==> src/verilog/gie_regs.svh <==
`ifndef GIE_REGS_SVH
`define GIE_REGS_SVH
`define GIE_OFF_INPUT_VALUE   8'h4F
`define GIE_OFF_INPUT_ENABLE  8'h4E
`define GIE_OFF_IRQ_ENABLE    8'h50
`define GIE_OFF_POLARITY      8'h51
`define GIE_OFF_IRQ_STATUS    8'h52
`define GIE_OFF_IRQ_MASK      8'h53
`define GIE_RST_BYTE          8'h00
`define GIE_PIN0              0
`define GIE_ADDR_LSB          2
`endif

==> src/verilog/gie_pkg.sv <==
package gie_pkg;
   typedef logic [7:0] gie_byte_t;
   typedef struct packed {
      logic [7:0] irq_enable;
      logic [7:0] input_enable;
      logic [7:0] polarity;
      logic [7:0] mask;
   } gie_cfg_s;
   typedef enum logic [1:0] {
      GIE_IDLE   = 2'b01,
      GIE_ACCESS = 2'b10
   } gie_apb_e;
endpackage : gie_pkg

==> src/verilog/gie_top.sv <==
// Design decision made here: the APB interface to the registers.
`timescale 1ns/10ps
`include "gie_regs.svh"
// Summary of operation
// An 8-bit read/write pin interrupt enable register sits at offset 0x50 and only input-enabled pins can request through it.
// A pin whose enable bit is 1 raises a request on a rising edge, and a 0 bit suppresses it.
// Bit 7 gates requests from general-purpose pin seven.
// Bit 6 gates requests from the pin shared with the second receive data line.
// Bit 5 gates requests from the pin shared with the first receive data line.
// Bit 4 gates requests from the pin shared with the second transmit data line.
// Bit 3 gates requests from the pin shared with the first transmit data line.
// Bit 2 gates requests from the pin shared with the second address strap.
// Bit 1 gates requests from the pin shared with the first address strap.
// Bit 0 gates requests from the pin shared with the interrupt output and has no effect in a main node.
// A pin's input path is live only while its input-enable bit is set, otherwise it reads low and makes no edge.
// A set polarity-invert bit makes the falling edge the active one for that pin.
// Each pin is sampled in the clock domain and an edge is flagged when the previous sample differs in the chosen direction.
module gie_top #(
   parameter int NPINS = 8
) (
   // Clock and reset
   input  wire logic             pclk,
   input  wire logic             presetn,
   // APB slave
   input  wire logic             psel,
   input  wire logic             penable,
   input  wire logic             pwrite,
   input  wire logic [11:0]      paddr,
   input  wire logic [31:0]      pwdata,
   input  wire logic [3:0]       pstrb,
   output logic      [31:0]      prdata,
   output logic                  pready,
   output logic                  pslverr,
   // Pins and mode
   input  wire logic [NPINS-1:0] gp_pins,
   input  wire logic             main_node,
   // Requests
   output logic      [NPINS-1:0] pin_irq_req,
   output logic                  irq
);
   gie_pkg::gie_cfg_s            cfg_reg;
   logic             [NPINS-1:0] status_reg;
   logic             [NPINS-1:0] sample_reg;
   logic             [NPINS-1:0] gp_input_value;
   logic             [NPINS-1:0] level;
   logic             [NPINS-1:0] edge_hit;
   logic             [NPINS-1:0] gate;
   logic             [31:0]      rdata_next;
   logic             [7:0]       word;
   logic                         hit;
   logic                         wr_fire;
   logic                         rd_fire;
   logic                         rd_setup;

   // Single-cycle access; no wait states needed for flop registers
   assign pready  = 1'b1;
   assign word    = paddr[`GIE_ADDR_LSB+7:`GIE_ADDR_LSB];
   assign wr_fire = psel && penable && pwrite;
   assign rd_fire = psel && penable && !pwrite;
   assign rd_setup = psel && !penable && !pwrite;

   always_comb begin
      hit = 1'b1;
      rdata_next = 32'h0000_0000;
      unique case (word)
         `GIE_OFF_INPUT_ENABLE: rdata_next[7:0] = cfg_reg.input_enable;
         `GIE_OFF_INPUT_VALUE:  rdata_next[7:0] = gp_input_value;
         `GIE_OFF_IRQ_ENABLE:   rdata_next[7:0] = cfg_reg.irq_enable;
         `GIE_OFF_POLARITY:     rdata_next[7:0] = cfg_reg.polarity;
         `GIE_OFF_IRQ_STATUS:   rdata_next[7:0] = status_reg;
         `GIE_OFF_IRQ_MASK:     rdata_next[7:0] = cfg_reg.mask;
         default:               hit = 1'b0;
      endcase
   end

   // Unmapped addresses answer with an error and read as zero
   assign pslverr = psel && penable && !hit;

   // Loaded in the setup cycle so read data already stands at the edge that ends the access
   always_ff @(posedge pclk or negedge presetn) begin
      if (!presetn) begin
         prdata <= 32'h0000_0000;
      end else if (rd_setup) begin
         prdata <= rdata_next;
      end
   end

   always_ff @(posedge pclk or negedge presetn) begin
      if (!presetn) begin
         cfg_reg <= {4{`GIE_RST_BYTE}};
      end else if (wr_fire && pstrb[0]) begin
         unique case (word)
            `GIE_OFF_IRQ_ENABLE:   cfg_reg.irq_enable   <= pwdata[7:0];
            `GIE_OFF_INPUT_ENABLE: cfg_reg.input_enable <= pwdata[7:0];
            `GIE_OFF_POLARITY:     cfg_reg.polarity     <= pwdata[7:0];
            `GIE_OFF_IRQ_MASK:     cfg_reg.mask         <= pwdata[7:0];
            default: ;
         endcase
      end
   end

   // Pin zero doubles as the interrupt output in a main node, so it is never an input there
   genvar i;
   generate
      for (i = 0; i < NPINS; i++) begin : g_pin
         if (i == `GIE_PIN0) begin : g_p0
            assign gp_input_value[i] = gp_pins[i] && cfg_reg.input_enable[i] && !main_node;
            assign gate[i]           = cfg_reg.irq_enable[i] && !main_node;
         end else begin : g_pn
            assign gp_input_value[i] = gp_pins[i] && cfg_reg.input_enable[i];
            assign gate[i]           = cfg_reg.irq_enable[i];
         end
         // Inverting before the detector turns a falling pin into a rising level
         assign level[i]    = gp_input_value[i] ^ (cfg_reg.polarity[i] && cfg_reg.input_enable[i]);
         assign edge_hit[i] = level[i] && !sample_reg[i] && cfg_reg.input_enable[i];
      end
   endgenerate

   // Reset sample is zero, so enabling the input of a non-inverted pin already high counts as a rising edge
   always_ff @(posedge pclk or negedge presetn) begin
      if (!presetn) begin
         sample_reg <= NPINS'(`GIE_RST_BYTE);
      end else begin
         sample_reg <= level;
      end
   end

   always_ff @(posedge pclk or negedge presetn) begin
      if (!presetn) begin
         pin_irq_req <= NPINS'(`GIE_RST_BYTE);
      end else begin
         pin_irq_req <= edge_hit & gate;
      end
   end

   // Only bits already in the read data clear, so no request after the setup cycle is lost
   always_ff @(posedge pclk or negedge presetn) begin
      if (!presetn) begin
         status_reg <= NPINS'(`GIE_RST_BYTE);
      end else if (rd_fire && word == `GIE_OFF_IRQ_STATUS) begin
         status_reg <= (status_reg & ~prdata[NPINS-1:0]) | pin_irq_req;
      end else begin
         status_reg <= status_reg | pin_irq_req;
      end
   end

   assign irq = |(status_reg & cfg_reg.mask[NPINS-1:0]);

   property p_gate_off;
      @(posedge pclk) disable iff (!presetn)
      !gate[3] |=> !pin_irq_req[3];
   endproperty
   a_gate_off: assert property (p_gate_off) else $error("request from a disabled pin");

   property p_rise_req;
      @(posedge pclk) disable iff (!presetn)
      (gate[7] && cfg_reg.input_enable[7] && !cfg_reg.polarity[7] && gp_pins[7] && !sample_reg[7])
         |=> pin_irq_req[7];
   endproperty
   a_rise_req: assert property (p_rise_req) else $error("rising edge on pin seven lost");

   property p_main_pin0;
      @(posedge pclk) disable iff (!presetn)
      main_node ##1 main_node |-> !pin_irq_req[0];
   endproperty
   a_main_pin0: assert property (p_main_pin0) else $error("pin zero requested in main node");

   property p_in_dis;
      @(posedge pclk) disable iff (!presetn)
      !cfg_reg.input_enable[5] |-> !gp_input_value[5] ##1 (!pin_irq_req[5] || $past(cfg_reg.input_enable[5]));
   endproperty
   a_in_dis: assert property (p_in_dis) else $error("disabled input produced activity");

   property p_fall_req;
      @(posedge pclk) disable iff (!presetn)
      (gate[4] && cfg_reg.input_enable[4] && cfg_reg.polarity[4] && !gp_pins[4] && !sample_reg[4])
         |=> pin_irq_req[4];
   endproperty
   a_fall_req: assert property (p_fall_req) else $error("falling edge on inverted pin lost");

   property p_single;
      @(posedge pclk) disable iff (!presetn)
      pin_irq_req[6] |=> !pin_irq_req[6];
   endproperty
   a_single: assert property (p_single) else $error("request longer than one cycle");

   property p_en_rw;
      @(posedge pclk) disable iff (!presetn)
      (wr_fire && pstrb[0] && word == `GIE_OFF_IRQ_ENABLE) |=> cfg_reg.irq_enable == $past(pwdata[7:0]);
   endproperty
   a_en_rw: assert property (p_en_rw) else $error("enable register write lost");

   property p_sticky;
      @(posedge pclk) disable iff (!presetn)
      pin_irq_req[2] |=> status_reg[2];
   endproperty
   a_sticky: assert property (p_sticky) else $error("status bit not set by request");

   property p_gate1;
      @(posedge pclk) disable iff (!presetn)
      pin_irq_req[1] |-> $past(cfg_reg.irq_enable[1]);
   endproperty
   a_gate1: assert property (p_gate1) else $error("pin one request without enable");

   property p_pin7_off;
      @(posedge pclk) disable iff (!presetn)
      !cfg_reg.irq_enable[7] |=> !pin_irq_req[7];
   endproperty
   a_pin7_off: assert property (p_pin7_off) else $error("pin seven requested while disabled");

   property p_pin6_off;
      @(posedge pclk) disable iff (!presetn)
      !cfg_reg.irq_enable[6] |=> !pin_irq_req[6];
   endproperty
   a_pin6_off: assert property (p_pin6_off) else $error("pin six requested while disabled");

   property p_pin6_on;
      @(posedge pclk) disable iff (!presetn)
      (cfg_reg.irq_enable[6] && cfg_reg.input_enable[6] && !cfg_reg.polarity[6] && gp_pins[6] && !sample_reg[6])
         |=> pin_irq_req[6];
   endproperty
   a_pin6_on: assert property (p_pin6_on) else $error("rising edge on pin six lost");

   property p_pin5_off;
      @(posedge pclk) disable iff (!presetn)
      !cfg_reg.irq_enable[5] |=> !pin_irq_req[5];
   endproperty
   a_pin5_off: assert property (p_pin5_off) else $error("pin five requested while disabled");

   property p_pin5_on;
      @(posedge pclk) disable iff (!presetn)
      (cfg_reg.irq_enable[5] && cfg_reg.input_enable[5] && !cfg_reg.polarity[5] && gp_pins[5] && !sample_reg[5])
         |=> pin_irq_req[5];
   endproperty
   a_pin5_on: assert property (p_pin5_on) else $error("rising edge on pin five lost");

   property p_pin4_off;
      @(posedge pclk) disable iff (!presetn)
      !cfg_reg.irq_enable[4] |=> !pin_irq_req[4];
   endproperty
   a_pin4_off: assert property (p_pin4_off) else $error("pin four requested while disabled");

   property p_pin4_on;
      @(posedge pclk) disable iff (!presetn)
      (cfg_reg.irq_enable[4] && cfg_reg.input_enable[4] && !cfg_reg.polarity[4] && gp_pins[4] && !sample_reg[4])
         |=> pin_irq_req[4];
   endproperty
   a_pin4_on: assert property (p_pin4_on) else $error("rising edge on pin four lost");

   property p_pin3_on;
      @(posedge pclk) disable iff (!presetn)
      (cfg_reg.irq_enable[3] && cfg_reg.input_enable[3] && !cfg_reg.polarity[3] && gp_pins[3] && !sample_reg[3])
         |=> pin_irq_req[3];
   endproperty
   a_pin3_on: assert property (p_pin3_on) else $error("rising edge on pin three lost");

   property p_pin2_off;
      @(posedge pclk) disable iff (!presetn)
      !cfg_reg.irq_enable[2] |=> !pin_irq_req[2];
   endproperty
   a_pin2_off: assert property (p_pin2_off) else $error("pin two requested while disabled");

   property p_pin2_on;
      @(posedge pclk) disable iff (!presetn)
      (cfg_reg.irq_enable[2] && cfg_reg.input_enable[2] && !cfg_reg.polarity[2] && gp_pins[2] && !sample_reg[2])
         |=> pin_irq_req[2];
   endproperty
   a_pin2_on: assert property (p_pin2_on) else $error("rising edge on pin two lost");

   property p_pin1_off;
      @(posedge pclk) disable iff (!presetn)
      !cfg_reg.irq_enable[1] |=> !pin_irq_req[1];
   endproperty
   a_pin1_off: assert property (p_pin1_off) else $error("pin one requested while disabled");

   property p_pin1_on;
      @(posedge pclk) disable iff (!presetn)
      (cfg_reg.irq_enable[1] && cfg_reg.input_enable[1] && !cfg_reg.polarity[1] && gp_pins[1] && !sample_reg[1])
         |=> pin_irq_req[1];
   endproperty
   a_pin1_on: assert property (p_pin1_on) else $error("rising edge on pin one lost");

   property p_pin0_off;
      @(posedge pclk) disable iff (!presetn)
      (!cfg_reg.irq_enable[0] || main_node) |=> !pin_irq_req[0];
   endproperty
   a_pin0_off: assert property (p_pin0_off) else $error("pin zero requested while disabled");

   property p_pin0_on;
      @(posedge pclk) disable iff (!presetn)
      (!main_node && cfg_reg.irq_enable[0] && cfg_reg.input_enable[0] && !cfg_reg.polarity[0])
         && (gp_pins[0] && !sample_reg[0]) |=> pin_irq_req[0];
   endproperty
   a_pin0_on: assert property (p_pin0_on) else $error("rising edge on pin zero lost");

   property p_in_dis6;
      @(posedge pclk) disable iff (!presetn)
      !cfg_reg.input_enable[6] |=> !pin_irq_req[6];
   endproperty
   a_in_dis6: assert property (p_in_dis6) else $error("request from a pin with its input off");

   property p_ie_read;
      @(posedge pclk) disable iff (!presetn)
      (rd_setup && word == `GIE_OFF_INPUT_VALUE && !main_node)
         |=> prdata[7:0] == ($past(gp_pins) & $past(cfg_reg.input_enable));
   endproperty
   a_ie_read: assert property (p_ie_read) else $error("input value shows a disabled pin");

   property p_inv_quiet;
      @(posedge pclk) disable iff (!presetn)
      (cfg_reg.polarity[7] && cfg_reg.input_enable[7] && gp_pins[7]) |=> !pin_irq_req[7];
   endproperty
   a_inv_quiet: assert property (p_inv_quiet) else $error("inverted pin requested while high");

   property p_rise_quiet;
      @(posedge pclk) disable iff (!presetn)
      (!cfg_reg.polarity[3] && !gp_pins[3]) |=> !pin_irq_req[3];
   endproperty
   a_rise_quiet: assert property (p_rise_quiet) else $error("pin three requested while low");

   property p_hold_quiet;
      @(posedge pclk) disable iff (!presetn)
      (gp_pins[5] && $past(gp_pins[5]) && $stable(cfg_reg)) |=> !pin_irq_req[5];
   endproperty
   a_hold_quiet: assert property (p_hold_quiet) else $error("request from a steady pin");

   property p_irq_mask;
      @(posedge pclk) disable iff (!presetn)
      !(|cfg_reg.mask) |-> !irq;
   endproperty
   a_irq_mask: assert property (p_irq_mask) else $error("interrupt raised with all bits masked");

   property p_en_read;
      @(posedge pclk) disable iff (!presetn)
      (rd_setup && word == `GIE_OFF_IRQ_ENABLE) |=> prdata[7:0] == $past(cfg_reg.irq_enable);
   endproperty
   a_en_read: assert property (p_en_read) else $error("enable register read wrong");

   property p_read_hi;
      @(posedge pclk) disable iff (!presetn)
      rd_setup |=> prdata[31:8] == 24'h00_0000;
   endproperty
   a_read_hi: assert property (p_read_hi) else $error("upper read bits not zero");

   property p_prdata_hold;
      @(posedge pclk) disable iff (!presetn)
      !rd_setup |=> $stable(prdata);
   endproperty
   a_prdata_hold: assert property (p_prdata_hold) else $error("read data moved outside a read");

   property p_strb_off;
      @(posedge pclk) disable iff (!presetn)
      (wr_fire && !pstrb[0]) |=> $stable(cfg_reg);
   endproperty
   a_strb_off: assert property (p_strb_off) else $error("write without byte strobe landed");
endmodule : gie_top
==> config.mk <==
export PLATFORM = sky130hd
export DESIGN_NAME = gie_top
export DESIGN_NICKNAME = d
export VERILOG_FILES = /design/src/verilog/gie_pkg.sv /design/src/verilog/gie_top.sv
export VERILOG_INCLUDE_DIRS = /design/src /design/src/verilog
export SDC_FILE = /design/constraint.sdc
export NUM_CORES = 1
export LEC_CHECK = 0
export BUFFER_PORTS_ARGS = -buffer_cell sky130_fd_sc_hd__buf_2
export CELL_PAD_IN_SITES_DETAIL_PLACEMENT = 1
export CELL_PAD_IN_SITES_GLOBAL_PLACEMENT = 1
export CORE_UTILIZATION = 39
export DETAILED_ROUTE_END_ITERATION = 6
export PLACE_DENSITY_LB_ADDON = 0.12
export SLEW_MARGIN = 20
export SYNTH_ARGS = -nofsm -noshare
export SYNTH_HDL_FRONTEND = slang
export SYNTH_SLANG_ARGS = --single-unit
==> constraint.sdc <==
create_clock -name pclk -period 1.7 [get_ports pclk]
set_input_delay 0 -clock pclk [delete_from_list [all_inputs] [get_ports pclk]]
set_output_delay 0 -clock pclk [all_outputs]
set_load 0.01 [all_outputs]
==> summary.txt, run 1 <==
Timing
  – Endpoints failing hold: 0
  – Max-slew violations: 0
  – Clk_skew: ~0.0047 ns
  – Worst-Margin Slew: roughly 0.64 ns
  – Slew margin rel.: ~57%
  – Total negative slack: 0 ns
  – RSZ-0062 raised after global routing: no
  – Setup Viol. Count Final: 0
  – Min Tclk post-route: approximately 1.4 ns
  – Fin Hold WS: roughly 0.012 ns
  – Period Utilization, post-route: between 70% and 80%
  – FMAX: 0.7377 GHz

Floorplanning
  – IO Pins: between 100 and 150
  – DIE AREA: 8436 µm²
  – Chip Height: between 90 and 100 µm
  – Starting Density: between 40% and 50%
  – Core area: 7767 µm²
  – Cell Rows: 32
  – Die X: just over 90 µm

Layout
  – Most common cell after layout, fill and taps aside: dfrtp_1
  – Largest register FFs: 32
  – Finished Layout Cells: 440
  – Seq. cell area: 1602 µm²
  – NumNets Final: around 400
  – Share of layout cells above drive strength 1: a little under two fifths
  – Finished Cell Area: slightly below 4000 µm²
  – Synth-to-layout area growth: 23.73%
  – Multi-input logic area: ~1400 µm²
  – Most frequent cells in the layout: dfrtp_1, buf_2, mux2_2
  – Fillcell total: roughly 860
  – Ant diodes: 0

Status
  – Outcome: completed

Global routing
  – Vias in the first global route: around 2,300
  – Largest net degree at the start of global routing: 26
  – Grt total ovfl: 0
  – First-pass GRT wire length: 12,460 µm
  – Tot GR Track Use: roughly 20%
  – Initial antenna violation count: 0

Power
  – Clock Power Share: 42.1%
  – Leak: between 0.002 and 0.0025 µW
  – Logic gate share of total power: a little over 8%
  – Sequential Power Share: around 50%
  – Worst vdd ir: between 0.4 and 0.5 mV
  – Internal: approximately 2300 µW
  – PwrDens: between 700 and 800 nW/µm²
  – Sw frac: between 20% and 30%
  – Power Total: around 3100 µW
  – Net Switching: about 750 µW

Clock tree
  – Bufs on Longest Clock Path: 2
  – Clk_lat worst skew: between 0.3 and 0.4 ns
  – H-Tree Depth: 3
  – Clock slew at reported path FFs: about 0.07 ns
  – Total CTS buffers: 9
  – Clock sink total: 64
  – CTS Root Cell: clkbuf_8
  – CTS tree: done

Synthesis
  – Async SR Flop Fraction: 100.0%
  – Ys Warns: 0
  – Gate count after technology mapping: 250
  – Post-Syn Area: 3148 µm²
  – Dominant synthesized flop cell: dfrtp_1
  – Seq cells post-synth: 64
  – Seq/Total Area, Yosys: roughly 50%
  – Netlist cell types: 39
  – Mean post-synth cell area: 12.59 µm²
  – EDFF count, synth: 0

Placed design
  – Port bufs: 48
  – Hpwl dp: 5523 µm
  – DP Cell Count: around 410
  – DP Area: approximately 3500 µm²
  – Final RePlAce weighted congestion: approximately 0.76

Worst setup path
  – Crit Path Class: input port to register
  – Slowest cell on the critical path: or3b_1
  – Worst Path Required: 1.92 ns
  – Crit-path most repeated cell: buf_4
  – Worst-path cell chain: buf_2 -> or3b_1 -> buf_4 -> nor2_4 -> and4b_1 -> buf_4 -> mux2_2
  – Worst EP arrival: 1.57 ns
  – Critical Path End Type: register
  – R2R depth: 3
  – Max incr delay on CP: ~0.37 ns
  – Reg-to-Reg End: prdata[0]
  – Setup crit start kind: input port
  – Worst R2R Start: status_reg[0]
  – Maximum fanout along the worst path: 5
  – R2R Setup Slk: 0.35 ns

Worst hold path
  – Worst hold path stage count: 3
  – Worst min-delay path class: input port to register
  – WHS Endpoint: sample_reg[1]
  – Hold Crit Start: gp_pins[1]

Route
  – Initial DRT Pass Iterations: 4
  – ANT nets after route: 0
  – First DRT Iteration DRCs: 57
  – Routed vias/inst: ~5
  – Vias: approximately 2,200
  – Routed wire per std cell: roughly 17 µm
  – Post-route DRC: 0
  – Routed WL: ~7600 µm

Run
  – Number of max-cap violations: 0
==> power by group through the flow <==
| stage | logic, µW | registers, µW | clock network [µW] |
|---|---|---|---|
| 6_report | 251 | 1550 | 1310 |
| 5_1_grt | 281 | 1550 | 1400 |
| 4_1_cts | 255 | 1550 | 1340 |
| 3_5_place_dp | 229 | 1580 | 0 |
| 3_3_place_gp | 225 | 1580 | 0 |
| 2_1_floorplan | 142 | 1580 | 0 |
==> cell families after synthesis <==
group           Yosys count  share of synthesized area [%]
compound gates           35                          8.069
buf+inv                  33                          7.313
xor+xnor                  8                          2.226
simple gates             62                          14.35
mux                      46                          16.93
flops                    64                          50.87
other cells               2                         0.2386
==> how the worst max path moves through the flow <==
stage / from / end / slack [ns] / cells past startpoint
finish: paddr[7] / cfg_reg[22] / 0.34 / 7
global route: paddr[5] / pslverr / 0.31 / 6
CTS: status_reg[4] / irq / 0.34 / 3
detailed placement: paddr[7] / cfg_reg[22] / -0.01 / 7
global placement: paddr[7] / cfg_reg[16] / 0.01 / 7
floorplan: paddr[7] / cfg_reg[16] / 0.19 / 6
==> cell usage after synthesis (2+ instances only) <==
cell type	instances	area share (%)
dfrtp_1	64	51
nor2_1	10	1.2
nor4_4	3	2.0
or3b_1	2	0.56
clkbuf_1	3	0.36
nand2_1	9	1.1
conb_1	2	0.24
xor2_1	7	1.9
mux2_2	38	14
a22oi_1	10	2.4
a21o_1	8	1.9
a21oi_1	2	0.32
and3b_1	7	1.9
buf_4	26	6.2
o21ai_0	6	0.95
a32oi_1	8	2.2
and2_1	7	1.4
mux2i_1	6	1.9
nand2b_1	8	1.6
nor2b_1	2	0.40
and3_1	2	0.40
mux4_2	2	1.4
nor3_1	2	0.32
==> critical path: cells and delay by family <==
family	cells	cell delay [ns]
multiplexers	1	0.33
AND/OR/NAND/NOR	3	0.77
buffers and inverters	3	0.47
==> layout make-up <==
type / count / area share, %
flip-flops and latches: 64 / 41.12
multi-input cells: 176 / 36.01
repair buffers: 81 / 14.46
clock buffers: 10 / 3.534
well taps: 102 / 3.277
clock inverters: 6 / 1.510
inverters: 1 / 0.09637
==> per-layer routing <==
layer  vias to the layer above  share of wire, %  track usage, %
met2                        50                50           33.33
li1                       1016                 -               -
met3                         7               2.9           4.146
met4                         0              0.89           5.859
met5                         -                 0               0
met1                      1122                46           26.18
==> per-stage QoR <==
step	util, %	worst slack (ns)
floorplan	-	0.1867
global placement	45.68	0.01041
detailed placement	45.68	-0.01336
CTS	50.14	0.3390
global route	50.14	0.3097
finish	50.14	0.3444
==> timing repair <==
action / in CTS / in global routing
buffers inserted: 0 / 0
hold buffers: 15 / 0
resized for setup: 0 / 0
endpoints found under the setup margin: 0 / 0
hold endpoints to repair: 61 / 0
(Power assumes the default switching activity.)
==> run 2: changes to the inputs <==
--- a/config.mk
+++ b/config.mk
@@ -9,7 +9,7 @@
 export BUFFER_PORTS_ARGS = -buffer_cell sky130_fd_sc_hd__buf_2
 export CELL_PAD_IN_SITES_DETAIL_PLACEMENT = 1
 export CELL_PAD_IN_SITES_GLOBAL_PLACEMENT = 1
-export CORE_UTILIZATION = 39
+export CORE_UTILIZATION = 35
 export DETAILED_ROUTE_END_ITERATION = 6
 export PLACE_DENSITY_LB_ADDON = 0.12
 export SLEW_MARGIN = 20
==> constraint.sdc (replaced) <==
create_clock -name pclk -period 1.2 [get_ports pclk]
set_input_delay 0 -clock pclk [delete_from_list [all_inputs] [get_ports pclk]]
set_output_delay 0 -clock pclk [all_outputs]
set_load 0.01 [all_outputs]
==> summary.txt, run 2 (same netlist as run 1, synthesis figures left out) <==
Global routing
  – First-pass GRT wire length: between 10,000 and 15,000 µm
  – Initial antenna violation count: 0
  – Most Crowded Layer GR: met2
  – Met1 usage in global routing: 25.25%
  – Grt total ovfl: 0
  – Met3 track demand over resource: under 10%
  – GR Util met2: approximately 28%
  – Largest net degree at the start of global routing: 65
  – Tot GR Track Use: about 18%
  – Vias in the first global route: between 2,000 and 2,500

Placed design
  – Port bufs: 48
  – DP Area: between 3000 and 4000 µm²
  – Pre-CTS setup slack: -0.4344 ns
  – Hpwl dp: roughly 5600 µm
  – Final RePlAce weighted congestion: between 0.7 and 0.8

Clock tree
  – CTS Root Cell: clkbuf_8
  – CTS tree: done
  – Bufs on Longest Clock Path: 2
  – Total CTS buffers: 9
  – H-Tree Depth: 3
  – Clk_lat worst skew: 0.34 ns
  – Clock sink total: 64
  – Clock slew at reported path FFs: about 0.07 ns

Floorplanning
  – Die X: slightly below 100 µm
  – Starting Density: between 30 and 40%
  – Chip Height: a little under 100 µm
  – IO Pins: 105
  – DIE AREA: between 9000 and 10,000 µm²
  – Cell Rows: 34
  – Core area: 8721 µm²

Layout
  – NumNets Final: around 410
  – Largest register FFs: 32
  – Ant diodes: 0
  – Share of layout cells above drive strength 1: between 40% and 50%
  – Finished Cell Area: approximately 4200 µm²
  – Most common cell after layout, fill and taps aside: dfrtp_1
  – Most frequent cells in the layout: dfrtp_1, buf_2, conb_1, buf_4, mux2_4
  – Fillcell total: 919
  – Synth-to-layout area growth: 33.43%
  – Multi-input logic area: 1534 µm²
  – Seq. cell area: between 1500 and 2000 µm²

Worst setup path
  – R2R depth: 3
  – Maximum fanout along the worst path: 2
  – Reg-to-Reg End: prdata[4]
  – Slowest cell on the critical path: dfrtp_1
  – R2R Setup Slk: -0.07 ns
  – Max incr delay on CP: 0.41 ns
  – Crit Path Class: register to primary output
  – Crit path buffers/inverters: 2
  – CP delay by family, top: flip-flops
  – Worst-path cell chain: buf_6 -> a22oi_2 -> nand4_1 -> buf_2
  – Critical Path End Type: primary output
  – Worst EP arrival: 1.33 ns
  – Setup crit start kind: register
  – Worst R2R Start: status_reg[4]
  – Worst Path Required: roughly 1.2 ns

Timing
  – Fin Hold WS: roughly 0.007 ns
  – FMAX: around 0.75 GHz
  – Final worst slack: -0.1295 ns
  – Endpoints failing hold: 0
  – RSZ-0062 raised after global routing: yes
  – Worst-Margin Slew: about 0.50 ns
  – Min Tclk post-route: between 1 and 1.5 ns
  – Slew margin rel.: 66.26%
  – Max-slew violations: 0
  – Clk_skew: between 0.01 and 0.015 ns
  – Setup Viol. Count Final: 4
  – Total negative slack: -0.2232 ns
  – Period Utilization, post-route: 110.8%

Worst hold path
  – Worst min-delay path class: input port to register
  – Worst hold path stage count: 3
  – WHS Endpoint: sample_reg[7]
  – Hold Crit Start: gp_pins[7]

Route
  – Routed wire per std cell: 17.26 µm
  – Routed vias/inst: slightly below 5
  – First DRT Iteration DRCs: 74
  – Routed WL: between 7000 and 8000 µm
  – Initial DRT Pass Iterations: 4
  – Post-route DRC: 0
  – ANT nets after route: 0
  – Vias: ~2,300

Power
  – Internal: between 3000 and 4000 µW
  – PwrDens: roughly 1100 nW/µm²
  – Logic gate share of total power: 9.1%
  – Worst vdd ir: about 0.45 mV
  – Leak: 0.002172 µW
  – Sw frac: between 20% and 30%
  – Clock Power Share: between 40% and 50%
  – Sequential Power Share: approximately 49%
  – Power Total: ~4400 µW
  – Net Switching: between 1000 and 1500 µW

Status
  – Failing checks: setup timing
  – Outcome: finished, violations left

Run
  – Number of max-cap violations: 0
==> run 2: cell count changes in the layout (fill, tap and decap cells not counted), moves of 3 or more <==
cell	before	now
a22oi_1	10	7
clkinv_2	4	1
mux2_4	0	20
buf_6	0	12
buf_2	48	45
a22oi_2	0	3
buf_4	15	25
mux2_2	38	18
==> run 2: power groups by stage <==
| stage | Sequential [µW] | Clock (µW) | Combinational, µW |
|---|---|---|---|
| finish | 2190 | 1850 | 404 |
| global route | 2190 | 1980 | 444 |
| CTS | 2190 | 1900 | 409 |
| detailed placement | 2230 | 0 | 353 |
| global placement | 2230 | 0 | 347 |
| floorplan | 2240 | 0 | 204 |
==> run 2: final cells by class <==
class                           count  area share, %
Sequential cell                    64          38.13
Inverter                            1        0.08937
Timing Repair Buffer               98          17.58
Clock inverter                      3          1.013
Multi-Input combinational cell    176          36.52
Tap cell                          108          3.217
Clock buffer                       12          3.455
==> run 2: metal layers <==
| layer | vias up | routed length, µm |
|---|---|---|
| li1 | 1053 | - |
| met1 | 1167 | 3837 |
| met4 | 0 | 82 |
| met5 | - | 0 |
| met3 | 6 | 302 |
| met2 | 55 | 3753 |
==> run 2: timing repair <==
action | in CTS | in global routing
pin swaps | 14 | 8
endpoints found under the setup margin | 41 | 43
hold buffers | 13 | 0
resized for setup | 38 | 8
setup buffers | 1 | 1
hold endpoints to repair | 100 | 0
==> run 2: how the worst max path moves through the flow <==
stage | startpoint | to | slack (ns) | cells past startpoint
finish | status_reg[4] | irq | -0.13 | 4
global route | status_reg[4] | irq | -0.21 | 4
CTS | status_reg[4] | irq | -0.17 | 4
detailed placement | paddr[7] | cfg_reg[13] | -0.43 | 6
global placement | paddr[7] | cfg_reg[11] | -0.42 | 6
floorplan | paddr[7] | cfg_reg[10] | -0.28 | 4
==> run 2: worst reg2reg max path, delay by kind of cell, from the launching register on <==
| family | cells | cell delay (ns) |
|---|---|---|
| muxes | 1 | 0.48 |
| DFF | 1 | 0.41 |
| AOI/OAI and AO/OA | 2 | 0.25 |
==> run 2: through the flow <==
stage | std cells | utilization [%]
2_1_floorplan | 273 | -
3_3_place_gp | 434 | 42.55
3_5_place_dp | 434 | 42.55
4_1_cts | 463 | 48.01
5_1_grt | 462 | 48.16
6_report | 462 | 48.16
==> run 3: changes to the inputs <==
==> constraint.sdc (replaced) <==
create_clock -name pclk -period 1.1 [get_ports pclk]
set_input_delay 0 -clock pclk [delete_from_list [all_inputs] [get_ports pclk]]
set_output_delay 0 -clock pclk [all_outputs]
set_load 0.01 [all_outputs]
==> summary.txt, run 3 (same netlist as run 1, synthesis figures left out) <==
Status
  – Outcome: finished, violations left
  – Failing checks: setup timing

Worst setup path
  – Worst Path Required: 1.31 ns
  – Reg-to-Reg End: prdata[0]
  – R2R Setup Slk: -0.22 ns
  – Crit Path Class: register to register
  – CP delay by family, top: multiplexers
  – Critical Path Sink: prdata[0]
  – Beginning of the critical path: status_reg[0]
  – Critical path depth in cells: 4
  – Max incr delay on CP: approximately 0.44 ns
  – R2R depth: 4
  – Setup crit start kind: register
  – Worst EP arrival: around 1.5 ns
  – Worst R2R Start: status_reg[0]
  – Maximum fanout along the worst path: 2
  – Slowest cell on the critical path: mux4_2
  – Worst-path cell chain: buf_6 -> mux4_2 -> a32oi_1 -> a21oi_1
  – Critical Path End Type: register
  – Crit path buffers/inverters: 1

Layout
  – Synth-to-layout area growth: 38.75%
  – NumNets Final: around 420
  – Finished Cell Area: 4368 µm²
  – Fillcell total: 943
  – Largest register FFs: 32
  – Finished Layout Cells: 472
  – Most frequent cells in the layout: dfrtp_1, buf_2, buf_4
  – Most common cell after layout, fill and taps aside: dfrtp_1
  – Share of layout cells above drive strength 1: between 40% and 50%
  – Ant diodes: 0

Timing
  – Period Utilization, post-route: 120.1%
  – Final worst slack: -0.2206 ns
  – Clk_skew: approximately 0.004 ns
  – Min Tclk post-route: 1.321 ns
  – RSZ-0062 raised after global routing: yes
  – Setup Viol. Count Final: 44
  – Max-slew violations: 0
  – FMAX: approximately 0.76 GHz
  – Endpoints failing hold: 0

Power
  – Worst vdd ir: approximately 0.5 mV
  – Leak: about 0.0023 µW
  – PwrDens: roughly 1100 nW/µm²

Worst hold path
  – Worst min-delay path class: input port to register

Floorplanning
  – Cell Rows: 34
  – Die X: roughly 97 µm
  – Chip Height: around 97 µm
  – DIE AREA: ~9400 µm²
  – Core area: 8721 µm²
  – IO Pins: around 110
  – Starting Density: approximately 36%

Clock tree
  – Clk_lat worst skew: about 0.34 ns
  – H-Tree Depth: 3
  – Bufs on Longest Clock Path: 2
  – Clock sink total: 64
  – Clock slew at reported path FFs: 0.07 ns
  – CTS tree: done
  – Total CTS buffers: 9
  – CTS Root Cell: clkbuf_8

Route
  – Routed wire per std cell: ~18 µm
  – First DRT Iteration DRCs: 64
  – Initial DRT Pass Iterations: 4
  – ANT nets after route: 0
  – Routed vias/inst: just under 5
  – Vias: around 2,300
  – Routed WL: 8289 µm
  – Post-route DRC: 0

Global routing
  – Vias in the first global route: around 2,400
  – First-pass GRT wire length: ~13,000 µm
  – Initial antenna violation count: 0
  – Grt total ovfl: 0
  – Tot GR Track Use: a little under a fifth
  – Largest net degree at the start of global routing: 65

Placed design
  – DP Cell Count: about 430
  – Hpwl dp: approximately 5500 µm
  – Pre-CTS setup slack: -0.5229 ns
  – DP Area: roughly 3700 µm²
  – Port bufs: 48
  – Final RePlAce weighted congestion: 0.7340

Run
  – Number of max-cap violations: 0
[run 3: power breakdown]
group / switching, µW / internal [µW] / total (µW)
Combinational: 247 / 210 / 457
Clock: 896 / 992 / 1890
Sequential: 18.3 / 2380 / 2390
[run 3: layout make-up]
class	count	area, µm²	area share, %
Timing Repair Buffer	108	857.1	19.62
Tap cell	108	135.1	3.094
Sequential cell	64	1602	36.67
Inverter	1	3.754	0.08594
Multi-Input combinational cell	176	1588	36.35
Clock inverter	2	13.76	0.3151
Clock buffer	13	168.9	3.867
[run 3: worst reg2reg max path: cells and delay by family, from the launching register on]
family          cells  cell delay (ns)
compound gates      2             0.24
flops               1             0.39
buf+inv             1             0.12
mux                 1             0.44
[run 3: how the worst min path moves through the flow]
| stage | start | endpoint | slack (ns) | cells past startpoint |
|---|---|---|---|---|
| 6_report | gp_pins[6] | sample_reg[6] | 0.01 | 3 |
| 5_1_grt | gp_pins[7] | sample_reg[7] | 0.004 | 3 |
| 4_1_cts | gp_pins[6] | sample_reg[6] | 0.002 | 3 |
| 3_5_place_dp | presetn | sample_reg[6] | 0.05 | 2 |
| 3_3_place_gp | presetn | sample_reg[6] | 0.05 | 2 |
| 2_1_floorplan | presetn | cfg_reg[0] | -0.30 | 0 |
[run 3: routing by layer]
| layer | global-route usage (%) | up-vias | routed length, µm |
|---|---|---|---|
| li1 | - | 1072 | - |
| met1 | 24.66 | 1174 | 3840 |
| met2 | 29.41 | 53 | 4029 |
| met3 | 3.974 | 11 | 268 |
| met4 | 6.659 | 0 | 149 |
| met5 | 0 | - | 0 |
[run 3: repair_timing]
item / 4_1_cts / 5_1_grt
gates resized for setup: 50 / 18
gates cloned: 0 / 0
endpoints found under the hold margin: 100 / 0
pin swaps: 15 / 14
hold buffers: 13 / 0
setup endpoints to repair: 50 / 48
setup buffers: 7 / 6
[run 3: per-stage QoR]
| stage | utilization (%) | power, µW | setup TNS, ns | hold slack (ns) |
|---|---|---|---|---|
| after global routing | 50.09 | 4944 | -4.989 | 0.004394 |
| after CTS | 48.97 | 4786 | -4.505 | 0.002101 |
| final | 50.09 | 4738 | -3.656 | 0.01017 |
| after detailed placement | 42.47 | 2813 | -22.43 | 0.05083 |
| after floorplan | - | 2662 | -14.05 | -0.2956 |
| after global placement | 42.47 | 2807 | -22.35 | 0.04621 |
